<file path="config.mk">
export PLATFORM = sky130hd
export DESIGN_NAME = icd_top
export DESIGN_NICKNAME = d
export VERILOG_FILES = /design/src/logic/icd_pkg.sv /design/src/logic/icd_fifo.sv /design/src/logic/icd_top.sv
export SDC_FILE = /design/constraint.sdc
export NUM_CORES = 1
export LEC_CHECK = 0
export BUFFER_PORTS_ARGS = -buffer_cell sky130_fd_sc_hd__buf_2
export CAP_MARGIN = 30
export CELL_PAD_IN_SITES_DETAIL_PLACEMENT = 0
export CELL_PAD_IN_SITES_GLOBAL_PLACEMENT = 1
export CORE_MARGIN = 10
export CORE_UTILIZATION = 49
export CTS_CLUSTER_DIAMETER = 120
export CTS_CLUSTER_SIZE = 20
export DETAILED_ROUTE_END_ITERATION = 12
export GPL_ROUTABILITY_DRIVEN = 0
export PLACE_DENSITY = 0.87
export SETUP_SLACK_MARGIN = 0.5
export SLEW_MARGIN = 5
export SYNTH_ARGS = -nofsm -noshare
export SYNTH_HDL_FRONTEND = slang
export SYNTH_SLANG_ARGS = --single-unit
</file>
<file path="constraint.sdc">
create_clock -name clk_sys_in -period 4.06 [get_ports clk_sys_in]
set_input_delay 0.203 -clock clk_sys_in [delete_from_list [all_inputs] [get_ports clk_sys_in]]
set_output_delay 0.203 -clock clk_sys_in [all_outputs]
set_load 0.005 [all_outputs]
</file>
<file path="src/logic/icd_pkg.sv">
// constants and types for the i2c master command decoder
//
// Overview of operation
// RQ1: transmit state, dir1 ack0 stop1 start1 run1: restart, send, stop, idle
// RQ2: transmit state, dir1 ack1 stop0 start1 run1: restart, receive, to receive
// RQ3: receive state, ack0 stop0 start0 run1: receive with nack, stay receive
// RQ4: receive state, stop1 start0 run0: stop only, go idle
// RQ5: receive state, ack0 stop1 start0 run1: receive, stop, go idle
// RQ6: receive state, ack1 stop0 start0 run1: receive with ack, stay receive
// RQ7: receive, dir1 ack0 stop0 start1 run1: restart, receive nack, stay receive
// RQ8: receive, dir1 ack0 stop1 start1 run1: restart, receive, stop, go idle
// RQ9: receive, dir1 ack1 stop0 start1 run1: restart, receive ack, stay receive
// RQ10: receive, dir0 stop0 start1 run1: restart, send, go to transmit
// RQ11: receive, dir0 stop1 start1 run1: restart, send, stop, go idle
// RQ12: don't-care bits never change the selected action
// RQ13: software should stop in receive only after a nack
// RQ14: transmit, dir0 stop0 start1 run1: restart, send, stay transmit
// RQ15: data register supplies sent byte and captures received byte
// RQ16: illegal or unlisted commands start nothing and keep the state; transmit start1 run1 with dir1 ack0 stop0 or dir0 stop1 still acts
package icd_pkg;
   // register byte offsets
   localparam logic [7:0] ICD_SLAVE_ADDRESS_OFS = 8'h00;
   localparam logic [7:0] ICD_CONTROL_STATUS_OFS = 8'h04;
   localparam logic [7:0] ICD_DATA_OFS = 8'h08;
   localparam logic [7:0] ICD_STATE_OFS = 8'h0c;
   // control field positions; dir is a bit of the slave address register
   localparam int ICD_RUN_BIT = 0;
   localparam int ICD_START_BIT = 1;
   localparam int ICD_STOP_BIT = 2;
   localparam int ICD_ACK_BIT = 3;
   localparam int ICD_DIR_BIT = 0;
   // status field positions
   localparam int ICD_BUSY_BIT = 0;
   localparam int ICD_ERROR_BIT = 1;
   // reset values
   localparam logic [7:0] ICD_ADDR_RST = 8'h00;
   localparam logic [7:0] ICD_DATA_RST = 8'h00;
   // axi responses
   localparam logic [1:0] ICD_RESP_OKAY = 2'h0;
   localparam logic [1:0] ICD_RESP_SLVERR = 2'h2;
   // bus timing: scl quarter period in system clocks
   localparam int ICD_CLK_MHZ = 125;
   localparam int ICD_QUARTER_NS = 2500;
   localparam int ICD_QUARTER_CYC = (ICD_QUARTER_NS * ICD_CLK_MHZ) / 1000;
   localparam int ICD_FIFO_DEPTH = 16;

   typedef enum logic [1:0] {ICD_IDLE, ICD_MTX, ICD_MRX} icd_mstate_t;
   typedef enum logic [3:0] {
      ICD_B_IDLE, ICD_B_START, ICD_B_BIT, ICD_B_ACK, ICD_B_STOP
   } icd_bstate_t;
endpackage

</file>
<file path="src/logic/icd_fifo.sv">
// small synchronous fifo with valid/ready on both sides
`timescale 1ns/10ps
module icd_fifo
   import icd_pkg::*;
#(
   parameter int WIDTH = 8,
   parameter int DEPTH = ICD_FIFO_DEPTH
)(
   // clock and reset
   input wire logic clk_sys_in,
   input wire logic reset_in,
   // fill side
   input wire logic in_valid_in,
   output logic in_ready_out,
   input wire logic [WIDTH-1:0] in_data_in,
   // drain side
   output logic out_valid_out,
   input wire logic out_ready_in,
   output logic [WIDTH-1:0] out_data_out
);
   localparam int AW = $clog2(DEPTH);
   initial
   begin
      if (DEPTH < 2 || (1 << AW) != DEPTH)
         $error("fifo depth must be a power of two, at least 2");
   end
   logic [WIDTH-1:0] mem_r [DEPTH];
   logic [AW:0] wr_r, wr_nxt, rd_r, rd_nxt;
   logic push, pop;

   always_comb
   begin
      in_ready_out = (wr_r - rd_r) != (AW+1)'(DEPTH);
      out_valid_out = wr_r != rd_r;
      push = in_valid_in && in_ready_out;
      pop = out_valid_out && out_ready_in;
      wr_nxt = wr_r + (AW+1)'(push);
      rd_nxt = rd_r + (AW+1)'(pop);
      out_data_out = mem_r[rd_r[AW-1:0]];
   end

   always_ff @(posedge clk_sys_in or posedge reset_in)
   begin
      if (reset_in)
      begin
         wr_r <= '0;
         rd_r <= '0;
      end
      else
      begin
         wr_r <= wr_nxt;
         rd_r <= rd_nxt;
      end
   end

   // storage has no reset; only pointers matter
   always_ff @(posedge clk_sys_in)
   begin
      if (push)
         mem_r[wr_r[AW-1:0]] <= in_data_in;
   end
endmodule

</file>
<file path="src/logic/icd_top.sv">
// i2c master command decoder with axi4-lite registers and bus engine
//
// Chosen here: the placing of the registers and register access over AXI4-Lite.
`timescale 1ns/10ps
module icd_top
   import icd_pkg::*;
#(
   parameter int QUARTER_CYC = ICD_QUARTER_CYC
)(
   // clock and reset
   input wire logic clk_sys_in,
   input wire logic reset_in,
   // axi4-lite write address and data
   input wire logic s_axi_awvalid,
   output logic s_axi_awready,
   input wire logic [7:0] s_axi_awaddr,
   input wire logic s_axi_wvalid,
   output logic s_axi_wready,
   input wire logic [31:0] s_axi_wdata,
   input wire logic [3:0] s_axi_wstrb,
   // axi4-lite write response
   output logic s_axi_bvalid,
   input wire logic s_axi_bready,
   output logic [1:0] s_axi_bresp,
   // axi4-lite read
   input wire logic s_axi_arvalid,
   output logic s_axi_arready,
   input wire logic [7:0] s_axi_araddr,
   output logic s_axi_rvalid,
   input wire logic s_axi_rready,
   output logic [31:0] s_axi_rdata,
   output logic [1:0] s_axi_rresp,
   // i2c pins, open drain
   input wire logic scl_in,
   output logic scl_out,
   output logic scl_oe_out,
   input wire logic sda_in,
   output logic sda_out,
   output logic sda_oe_out,
   // received bytes stream
   output logic rx_valid_out,
   input wire logic rx_ready_in,
   output logic [7:0] rx_data_out
);
   initial
   begin
      if (QUARTER_CYC < 1 || QUARTER_CYC > 65536)
         $error("quarter period must be at least one cycle");
   end

   // action bundle from decoding a command
   typedef struct packed {
      logic go;
      logic restart;
      logic xmit;
      logic recv;
      logic ackit;
      logic stop;
      icd_mstate_t nxt;
   } icd_act_t;

   // decode one command against the current master state
   function automatic icd_act_t decode(icd_mstate_t st, logic dir,
      logic [3:0] c);
      icd_act_t a;
      logic run, sta, sto, ack;
      run = c[ICD_RUN_BIT];
      sta = c[ICD_START_BIT];
      sto = c[ICD_STOP_BIT];
      ack = c[ICD_ACK_BIT];
      a = '{go: 1'b0, restart: 1'b0, xmit: 1'b0, recv: 1'b0,
         ackit: 1'b0, stop: 1'b0, nxt: st}; // [RQ16]
      if (st == ICD_MTX && run && sta)
      begin
         if (!dir)
            a = '{1'b1, 1'b1, 1'b1, 1'b0, 1'b0, sto,
               sto ? ICD_IDLE : ICD_MTX}; // [RQ14] [RQ12]
         else if (!ack && sto)
            a = '{1'b1, 1'b1, 1'b1, 1'b0, 1'b0, 1'b1, ICD_IDLE}; // [RQ1]
         else if (ack && !sto)
            a = '{1'b1, 1'b1, 1'b0, 1'b1, 1'b1, 1'b0, ICD_MRX}; // [RQ2]
         else if (!ack && !sto)
            a = '{1'b1, 1'b1, 1'b0, 1'b1, 1'b0, 1'b0, ICD_MRX};
      end
      else if (st == ICD_MRX)
      begin
         if (!sta && sto && !run)
            a = '{1'b1, 1'b0, 1'b0, 1'b0, 1'b0, 1'b1, ICD_IDLE}; // [RQ4]
         else if (!sta && run && !(ack && sto))
            a = '{1'b1, 1'b0, 1'b0, 1'b1, ack, sto,
               sto ? ICD_IDLE : ICD_MRX}; // [RQ3] [RQ5] [RQ6] [RQ12]
         else if (sta && run && !dir)
            a = '{1'b1, 1'b1, 1'b1, 1'b0, 1'b0, sto,
               sto ? ICD_IDLE : ICD_MTX}; // [RQ10] [RQ11] [RQ12]
         else if (sta && run && !(ack && sto))
            a = '{1'b1, 1'b1, 1'b0, 1'b1, ack, sto,
               sto ? ICD_IDLE : ICD_MRX}; // [RQ7] [RQ8] [RQ9]
      end
      return a;
   endfunction

   // pin synchronisers
   logic [1:0] scl_sync_r, sda_sync_r;
   always_ff @(posedge clk_sys_in or posedge reset_in)
   begin
      if (reset_in)
      begin
         scl_sync_r <= 2'b11;
         sda_sync_r <= 2'b11;
      end
      else
      begin
         scl_sync_r <= {scl_sync_r[0], scl_in};
         sda_sync_r <= {sda_sync_r[0], sda_in};
      end
   end
   logic sda_s;
   logic scl_s;
   assign sda_s = sda_sync_r[1];
   assign scl_s = scl_sync_r[1];

   // registers
   logic [7:0] addr_r, addr_nxt, data_r, data_nxt;
   icd_mstate_t mst_r, mst_nxt;
   logic err_r, err_nxt;
   logic awp_r, awp_nxt, wp_r, wp_nxt, bv_r, bv_nxt, rv_r, rv_nxt;
   logic [7:0] awa_r, awa_nxt;
   logic [31:0] wd_r, wd_nxt, rd_r, rd_nxt;
   logic [1:0] br_r, br_nxt, rr_r, rr_nxt;

   // bus engine state
   icd_bstate_t bst_r, bst_nxt;
   icd_act_t act_r, act_nxt;
   logic [15:0] tick_r, tick_nxt;
   logic [1:0] ph_r, ph_nxt;
   logic [3:0] bit_r, bit_nxt;
   logic [8:0] sh_r, sh_nxt;
   logic scl_r, scl_nxt, sda_r, sda_nxt, nacked_r, nacked_nxt;
   logic adr_r, adr_nxt;
   logic qtick, busy;

   // received byte fifo
   logic rx_push, rx_room;
   icd_fifo #(.WIDTH(8), .DEPTH(ICD_FIFO_DEPTH)) rx_fifo (
      .clk_sys_in(clk_sys_in),
      .reset_in(reset_in),
      .in_valid_in(rx_push),
      .in_ready_out(rx_room),
      .in_data_in(sh_r[7:0]),
      .out_valid_out(rx_valid_out),
      .out_ready_in(rx_ready_in),
      .out_data_out(rx_data_out)
   );

   assign busy = bst_r != ICD_B_IDLE;
   // quarter-period enable; stalls while a target holds scl low
   assign qtick = tick_r == 16'(QUARTER_CYC - 1);

   // axi slave and command issue
   logic do_wr;
   icd_act_t cmd;
   always_comb
   begin
      awp_nxt = awp_r;
      wp_nxt = wp_r;
      awa_nxt = awa_r;
      wd_nxt = wd_r;
      bv_nxt = bv_r;
      br_nxt = br_r;
      rv_nxt = rv_r;
      rd_nxt = rd_r;
      rr_nxt = rr_r;
      addr_nxt = addr_r;
      err_nxt = err_r;
      cmd = '0;
      if (s_axi_awvalid && !awp_r)
      begin
         awp_nxt = 1'b1;
         awa_nxt = s_axi_awaddr;
      end
      if (s_axi_wvalid && !wp_r)
      begin
         wp_nxt = 1'b1;
         wd_nxt = s_axi_wdata;
      end
      do_wr = awp_r && wp_r && !bv_r;
      if (do_wr)
      begin
         awp_nxt = 1'b0;
         wp_nxt = 1'b0;
         bv_nxt = 1'b1;
         br_nxt = ICD_RESP_OKAY;
         unique case (awa_r & 8'hfc)
            ICD_SLAVE_ADDRESS_OFS: addr_nxt = wd_r[7:0];
            ICD_CONTROL_STATUS_OFS:
            begin
               // commands written while busy are dropped
               if (!busy)
                  cmd = decode(mst_r, addr_r[ICD_DIR_BIT], wd_r[3:0]);
            end
            ICD_DATA_OFS: ;
            default: br_nxt = ICD_RESP_SLVERR;
         endcase
      end
      if (bv_r && s_axi_bready)
         bv_nxt = 1'b0;
      if (s_axi_arvalid && !rv_r)
      begin
         rv_nxt = 1'b1;
         rr_nxt = ICD_RESP_OKAY;
         unique case (s_axi_araddr & 8'hfc)
            ICD_SLAVE_ADDRESS_OFS: rd_nxt = {24'h0, addr_r};
            ICD_CONTROL_STATUS_OFS: rd_nxt = {30'h0, err_r, busy};
            ICD_DATA_OFS: rd_nxt = {24'h0, data_r};
            ICD_STATE_OFS: rd_nxt = {30'h0, mst_r};
            default:
            begin
               rd_nxt = 32'h0;
               rr_nxt = ICD_RESP_SLVERR;
            end
         endcase
      end
      else if (rv_r && s_axi_rready)
         rv_nxt = 1'b0;
      if (cmd.go)
         err_nxt = 1'b0;
      else if (bst_r == ICD_B_ACK && qtick && ph_r == 2'd2 &&
         (act_r.xmit || adr_r) && sda_s)
         err_nxt = 1'b1;
   end

   assign s_axi_awready = !awp_r;
   assign s_axi_wready = !wp_r;
   assign s_axi_bvalid = bv_r;
   assign s_axi_bresp = br_r;
   assign s_axi_arready = !rv_r;
   assign s_axi_rvalid = rv_r;
   assign s_axi_rdata = rd_r;
   assign s_axi_rresp = rr_r;

   // bus engine: each bit spans four quarter ticks
   always_comb
   begin
      bst_nxt = bst_r;
      act_nxt = act_r;
      ph_nxt = ph_r;
      bit_nxt = bit_r;
      sh_nxt = sh_r;
      scl_nxt = scl_r;
      sda_nxt = sda_r;
      nacked_nxt = nacked_r;
      adr_nxt = adr_r;
      mst_nxt = mst_r;
      data_nxt = data_r;
      rx_push = 1'b0;
      // a target may stretch scl: the count waits until the line is high
      if (qtick || !busy)
         tick_nxt = 16'h0;
      else if (scl_r && !scl_s)
         tick_nxt = tick_r;
      else
         tick_nxt = tick_r + 16'h1;
      if (do_wr && (awa_r & 8'hfc) == ICD_DATA_OFS && !busy)
         data_nxt = wd_r[7:0]; // [RQ15]
      if (cmd.go)
      begin
         act_nxt = cmd;
         mst_nxt = cmd.nxt;
         ph_nxt = 2'd0;
         bit_nxt = 4'd0;
         nacked_nxt = 1'b0;
         // a restart first sends the address byte with its direction bit
         sh_nxt = cmd.restart ? {addr_r, 1'b1} : {data_r, 1'b1}; // [RQ15]
         adr_nxt = cmd.restart;
         bst_nxt = cmd.restart ? ICD_B_START :
            (cmd.xmit || cmd.recv) ? ICD_B_BIT : ICD_B_STOP;
      end
      else if (busy && qtick)
      begin
         ph_nxt = ph_r + 2'd1;
         unique case (bst_r)
            ICD_B_START:
            begin
               // release sda, then raise scl, then pull sda low with scl high
               unique case (ph_r)
                  2'd0: sda_nxt = 1'b1;
                  2'd1: scl_nxt = 1'b1;
                  2'd2: sda_nxt = 1'b0;
                  2'd3:
                  begin
                     scl_nxt = 1'b0;
                     bst_nxt = ICD_B_BIT;
                  end
               endcase
            end
            ICD_B_BIT:
            begin
               unique case (ph_r)
                  2'd0: sda_nxt = (act_r.xmit || adr_r) ? sh_r[8] : 1'b1;
                  2'd1: scl_nxt = 1'b1;
                  2'd2: sh_nxt = {sh_r[7:0], sda_s};
                  2'd3:
                  begin
                     scl_nxt = 1'b0;
                     bit_nxt = bit_r + 4'd1;
                     if (bit_r == 4'd7)
                        bst_nxt = ICD_B_ACK;
                  end
               endcase
            end
            ICD_B_ACK:
            begin
               unique case (ph_r)
                  // receiver acks or nacks per command
                  2'd0: sda_nxt = (act_r.recv && !adr_r) ?
                     !act_r.ackit : 1'b1; // [RQ3]
                  2'd1: scl_nxt = 1'b1;
                  2'd2: nacked_nxt = (act_r.xmit || adr_r) && sda_s;
                  2'd3:
                  begin
                     if (adr_r)
                     begin
                        // a refused address skips the data byte
                        scl_nxt = 1'b0;
                        adr_nxt = 1'b0;
                        bit_nxt = 4'd0;
                        sh_nxt = {data_r, 1'b1}; // [RQ15]
                        if (!nacked_r)
                           bst_nxt = ICD_B_BIT;
                        else if (act_r.stop)
                           bst_nxt = ICD_B_STOP;
                        else
                           bst_nxt = ICD_B_IDLE;
                     end
                     else if (act_r.recv && !rx_room)
                        ph_nxt = ph_r; // hold scl high until room
                     else
                     begin
                        scl_nxt = 1'b0;
                        if (act_r.recv)
                        begin
                           data_nxt = sh_r[7:0]; // [RQ15]
                           rx_push = 1'b1;
                        end
                        bst_nxt = act_r.stop ? ICD_B_STOP : ICD_B_IDLE;
                     end
                  end
               endcase
            end
            ICD_B_STOP:
            begin
               unique case (ph_r)
                  2'd0: sda_nxt = 1'b0;
                  2'd1: scl_nxt = 1'b1;
                  2'd2: sda_nxt = 1'b1; // [RQ4] [RQ13]
                  2'd3: bst_nxt = ICD_B_IDLE;
               endcase
            end
            default: bst_nxt = ICD_B_IDLE;
         endcase
      end
   end

   always_ff @(posedge clk_sys_in or posedge reset_in)
   begin
      if (reset_in)
      begin
         awp_r <= 1'b0;
         wp_r <= 1'b0;
         awa_r <= 8'h00;
         wd_r <= 32'h0;
         bv_r <= 1'b0;
         br_r <= 2'h0;
         rv_r <= 1'b0;
         rd_r <= 32'h0;
         rr_r <= 2'h0;
         addr_r <= ICD_ADDR_RST;
         data_r <= ICD_DATA_RST;
         err_r <= 1'b0;
         mst_r <= ICD_MTX;
         bst_r <= ICD_B_IDLE;
         act_r <= '0;
         tick_r <= 16'h0;
         ph_r <= 2'd0;
         bit_r <= 4'd0;
         sh_r <= 9'h1ff;
         scl_r <= 1'b1;
         sda_r <= 1'b1;
         nacked_r <= 1'b0;
         adr_r <= 1'b0;
      end
      else
      begin
         awp_r <= awp_nxt;
         wp_r <= wp_nxt;
         awa_r <= awa_nxt;
         wd_r <= wd_nxt;
         bv_r <= bv_nxt;
         br_r <= br_nxt;
         rv_r <= rv_nxt;
         rd_r <= rd_nxt;
         rr_r <= rr_nxt;
         addr_r <= addr_nxt;
         data_r <= data_nxt;
         err_r <= err_nxt;
         mst_r <= mst_nxt;
         bst_r <= bst_nxt;
         act_r <= act_nxt;
         tick_r <= tick_nxt;
         ph_r <= ph_nxt;
         bit_r <= bit_nxt;
         sh_r <= sh_nxt;
         scl_r <= scl_nxt;
         sda_r <= sda_nxt;
         nacked_r <= nacked_nxt;
         adr_r <= adr_nxt;
      end
   end

   // open drain: enable only while pulling low
   assign scl_out = 1'b0;
   assign scl_oe_out = !scl_r;
   assign sda_out = 1'b0;
   assign sda_oe_out = !sda_r;
endmodule

</file>
==> qor.yml <==
yosys:
  ys_warn_count: 0
  synthArstFlopShare_pct: 44.59
  synthCells: 763
  synth_edf_count: 128
  syn_area_um2: 10620
  ys_types: 65
  syn_avg_cell_area_um2: 13.92
  ys_seq_elements: 231
  ys.flop_type: "edfxtp_1"
  ys_seq_area_share_pct: 60.65
floorplan:
  fp.dieH_um: 167.2
  io_pins: 116
  die_area_um2: 27960
  coreArea_um2: 21150
  initial_core_util_pct: 50.20
  die_w_um: 167.2
  fp-row-count: 53
setup_path:
  worst-path-stages: 6
  crit_chain: "or4b_1 > or4_1 > a221o_1 > buf_4 > and3_1 > o31ai_1"
  crit_family: "simple AND/OR/NAND/NOR gates"
  crit_buf_inv: 1
  crit_path_max_fanout: 27
  cp_data_required_time_ns: 4.46
  end_kind: "flop"
  crit_path_start_kind: "flop"
  cpMaxStageDelayCell: "a221o_1"
  max_stage_delay_ns: 0.67
  worstPathArrival_ns: 3.63
  reg2regPathDepth: 6
  crit_type: "flop to flop"
job:
  drv_cap: 0
pwr:
  power_mw: 4.710
  p_leak_nw: 4.128
  vdd_drop_max_mv: 0.2944
  power.density_nw_per_um2: 396.6
place:
  dpl.hpwl_um: 14790
  place_area_um2: 11180
  io_buffers: 55
finish:
  fin_area_um2: 11880
  drive_above_1_share_pct: 23.95
  area_growth_pct: 11.83
  fill_cells: 1704
  antennaDiodeCount: 0
  num-nets-final: 931
sta:
  max_slew_margin_pct: 38.36
  finalHoldViolCount: 0
  tns_ns: 0
  final_max_slew_viol_count: 0
  skew_ns: 0.01426
  period_minus_slack_ns: 3.230
  worst_pin_slew_ns: 0.9243
  fmax_mhz: 309.6
  finalCritPeriodShare_pct: 79.55
  rsz0062_at_grt: "false"
  setup_viol: 0
global_routing:
  grt_pass1_wl_um: 35260
  grtUsageTotal_pct: 15.27
  antenna_found_initial: 0
  grt_pass1_vias: 6575
  overflow: 0
  grt_max_degree: 76
routing:
  drc: 0
  ant_nets: 0
  first_pass_iters: 5
  drt_wl_total_um: 22170
  drtIter0Drc: 479
  viasPerCell: 5.646
  dr_total_vias: 6408
  route.detailed.wl_per_inst_um: 19.53
cts:
  ctsResizeCount: 0
  htreeDepth: 1
  cts_buffer_depth: 3
  cts.sink_count: 231
  insertion_delay_ns: 0.49
  cts_buffers: 15
  cts_tree: "built"
  clkTransAtPathRegs_ns: 0.09
  clockRootBuffer: "clkbuf_16"
worst_hold_path:
  hold-path-cell-count: 4
  hp-class: "input port to flop"
status:
  outcome: "finished, final reports clean"
sequential cells by signal (all words and copies together), names as in the netlist, 2 cells and up:
name,flops
data_r,8
act_r,4
ph_r,2
wd_r,8
bit_r,4
addr_r,8
sda_sync_r,2
bst_r,3
awa_r,6
scl_sync_r,2
rx_fifo.rd_r,5
mst_r,2
rx_fifo.wr_r,5
tick_r,16
rx_fifo.mem_r,128
sh_r,9
s_axi_rdata,8
cell usage after synthesis (12+ instances only):
library cell  count  area share (%)
a21oi_1          12            0.57
and3_1           14            0.82
buf_4            28             2.0
clkbuf_1         23            0.81
dfrtp_1          87              20
dfstp_2          16             4.0
edfxtp_1        128              36
ha_1             18             2.1
inv_1            25            0.88
mux2_2           38             4.0
mux2i_1          12             1.1
mux4_2           42             8.9
nand2_1          53             1.9
nand3_1          28             1.3
nand4_1          12            0.71
nor2_1           26            0.92
nor3_1           16            0.75
nor4_1           12            0.71
o21ai_0          28             1.3
metal layers:
metal / vias to the layer above / routed length, um / share of wire (%) / track usage [%]
li1: 3005 / - / - / -
met1: 3213 / 9355 / 42 / 19.40
met2: 170 / 11420 / 52 / 26.74
met3: 20 / 1109 / 5.0 / 2.739
met4: 0 / 279 / 1.3 / 3.217
met5: - / 0 / 0 / 0
cell type report:
| type | instances | area, um^2 | area share [%] |
|---|---|---|---|
| sequential | 231 | 6442 | 54.25 |
| tap | 275 | 344.1 | 2.897 |
| clock inverter | 2 | 20.02 | 0.1686 |
| multi-input combinational | 471 | 3825 | 32.21 |
| inverter | 26 | 100.1 | 0.8428 |
| clock buffer | 24 | 409.1 | 3.445 |
| timing repair buffer | 106 | 735.7 | 6.195 |
path summary, 6_finish.rpt:
check	startpoint	endpoint	slack, ns
min reg2reg	sda_sync_r[0]$_DFF_PP1_	sda_sync_r[1]$_DFF_PP1_	0.36
max in group asynchronous	reset_in	sh_r[5]$_DFFE_PP1P_	3.20
min in group asynchronous	reset_in	awa_r[6]$_DFFE_PP0P_	0.18
max reg2reg	bst_r[0]$_DFFE_PP0P_	sh_r[3]$_DFFE_PP1P_	0.83
max	bst_r[0]$_DFFE_PP0P_	sh_r[3]$_DFFE_PP1P_	0.83
min	s_axi_araddr[7]	s_axi_rdata[0]$_DFFE_PP0P_	0.04
repair_timing:
action / 4_1_cts / 5_1_grt
hold endpoints to repair: 84 / 0
hold buffers: 23 / 0
setup buffers: 0 / 0
report_power, final:
| group | total [mW] | internal (mW) | switching, mW |
|---|---|---|---|
| Sequential | 2.78 | 2.61 | 0.168 |
| Combinational | 0.459 | 0.251 | 0.208 |
| Clock | 1.47 | 0.707 | 0.764 |
| Total | 4.71 | 3.57 | 1.14 |
kinds of logic after synthesis:
family                   after synthesis  synth area share (%)
flip-flops                           231                 60.65
AND/OR/NAND/NOR                      214                 10.78
AO/OA/AOI/OAI                        100                 6.350
multiplexers                          92                 14.07
buffers and inverters                 88                 4.288
XOR/XNOR                              19                 1.708
adder cells (fa/ha/maj)               18                 2.121
other                                  1               0.03531
worst register-to-register path: cells and delay by family (launching register included):
family,cells,cell delay (ns)
AOI/OAI and AO/OA,2,0.89
buffers and inverters,1,0.36
DFF,1,0.57
and+or+nand+nor,3,1.32
metrics by stage:
stage	worst slack (ns)	std cells	utilization, %	hold WS (ns)
finish	0.8303	1135	56.14	0.04270
global route	0.5915	1135	56.14	0.05349
CTS	0.8545	1133	55.98	0.03117
detailed placement	0.8768	1084	52.86	0.3113
global placement	0.7635	1080	52.72	0.3081
floorplan	0.4736	790	-	0.2075
cell usage in the layout (no fill, tap or decap), types with 11 or more instances in the layout:
cell / instances
dlygate4sd3_1: 23
nand2_1: 53
o31ai_1: 11
nor2_1: 26
nor3_1: 16
buf_2: 55
clkbuf_16: 15
nand3_1: 28
buf_4: 27
conb_1: 28
a21oi_1: 12
mux2i_1: 12
nor4_1: 12
ha_1: 18
edfxtp_1: 128
inv_1: 24
dfstp_2: 16
o21ai_0: 28
mux2_2: 38
nand4_1: 12
dfrtp_1: 86
mux4_2: 42
and3_1: 14
Note: power is estimated with default switching activity, not from simulation.
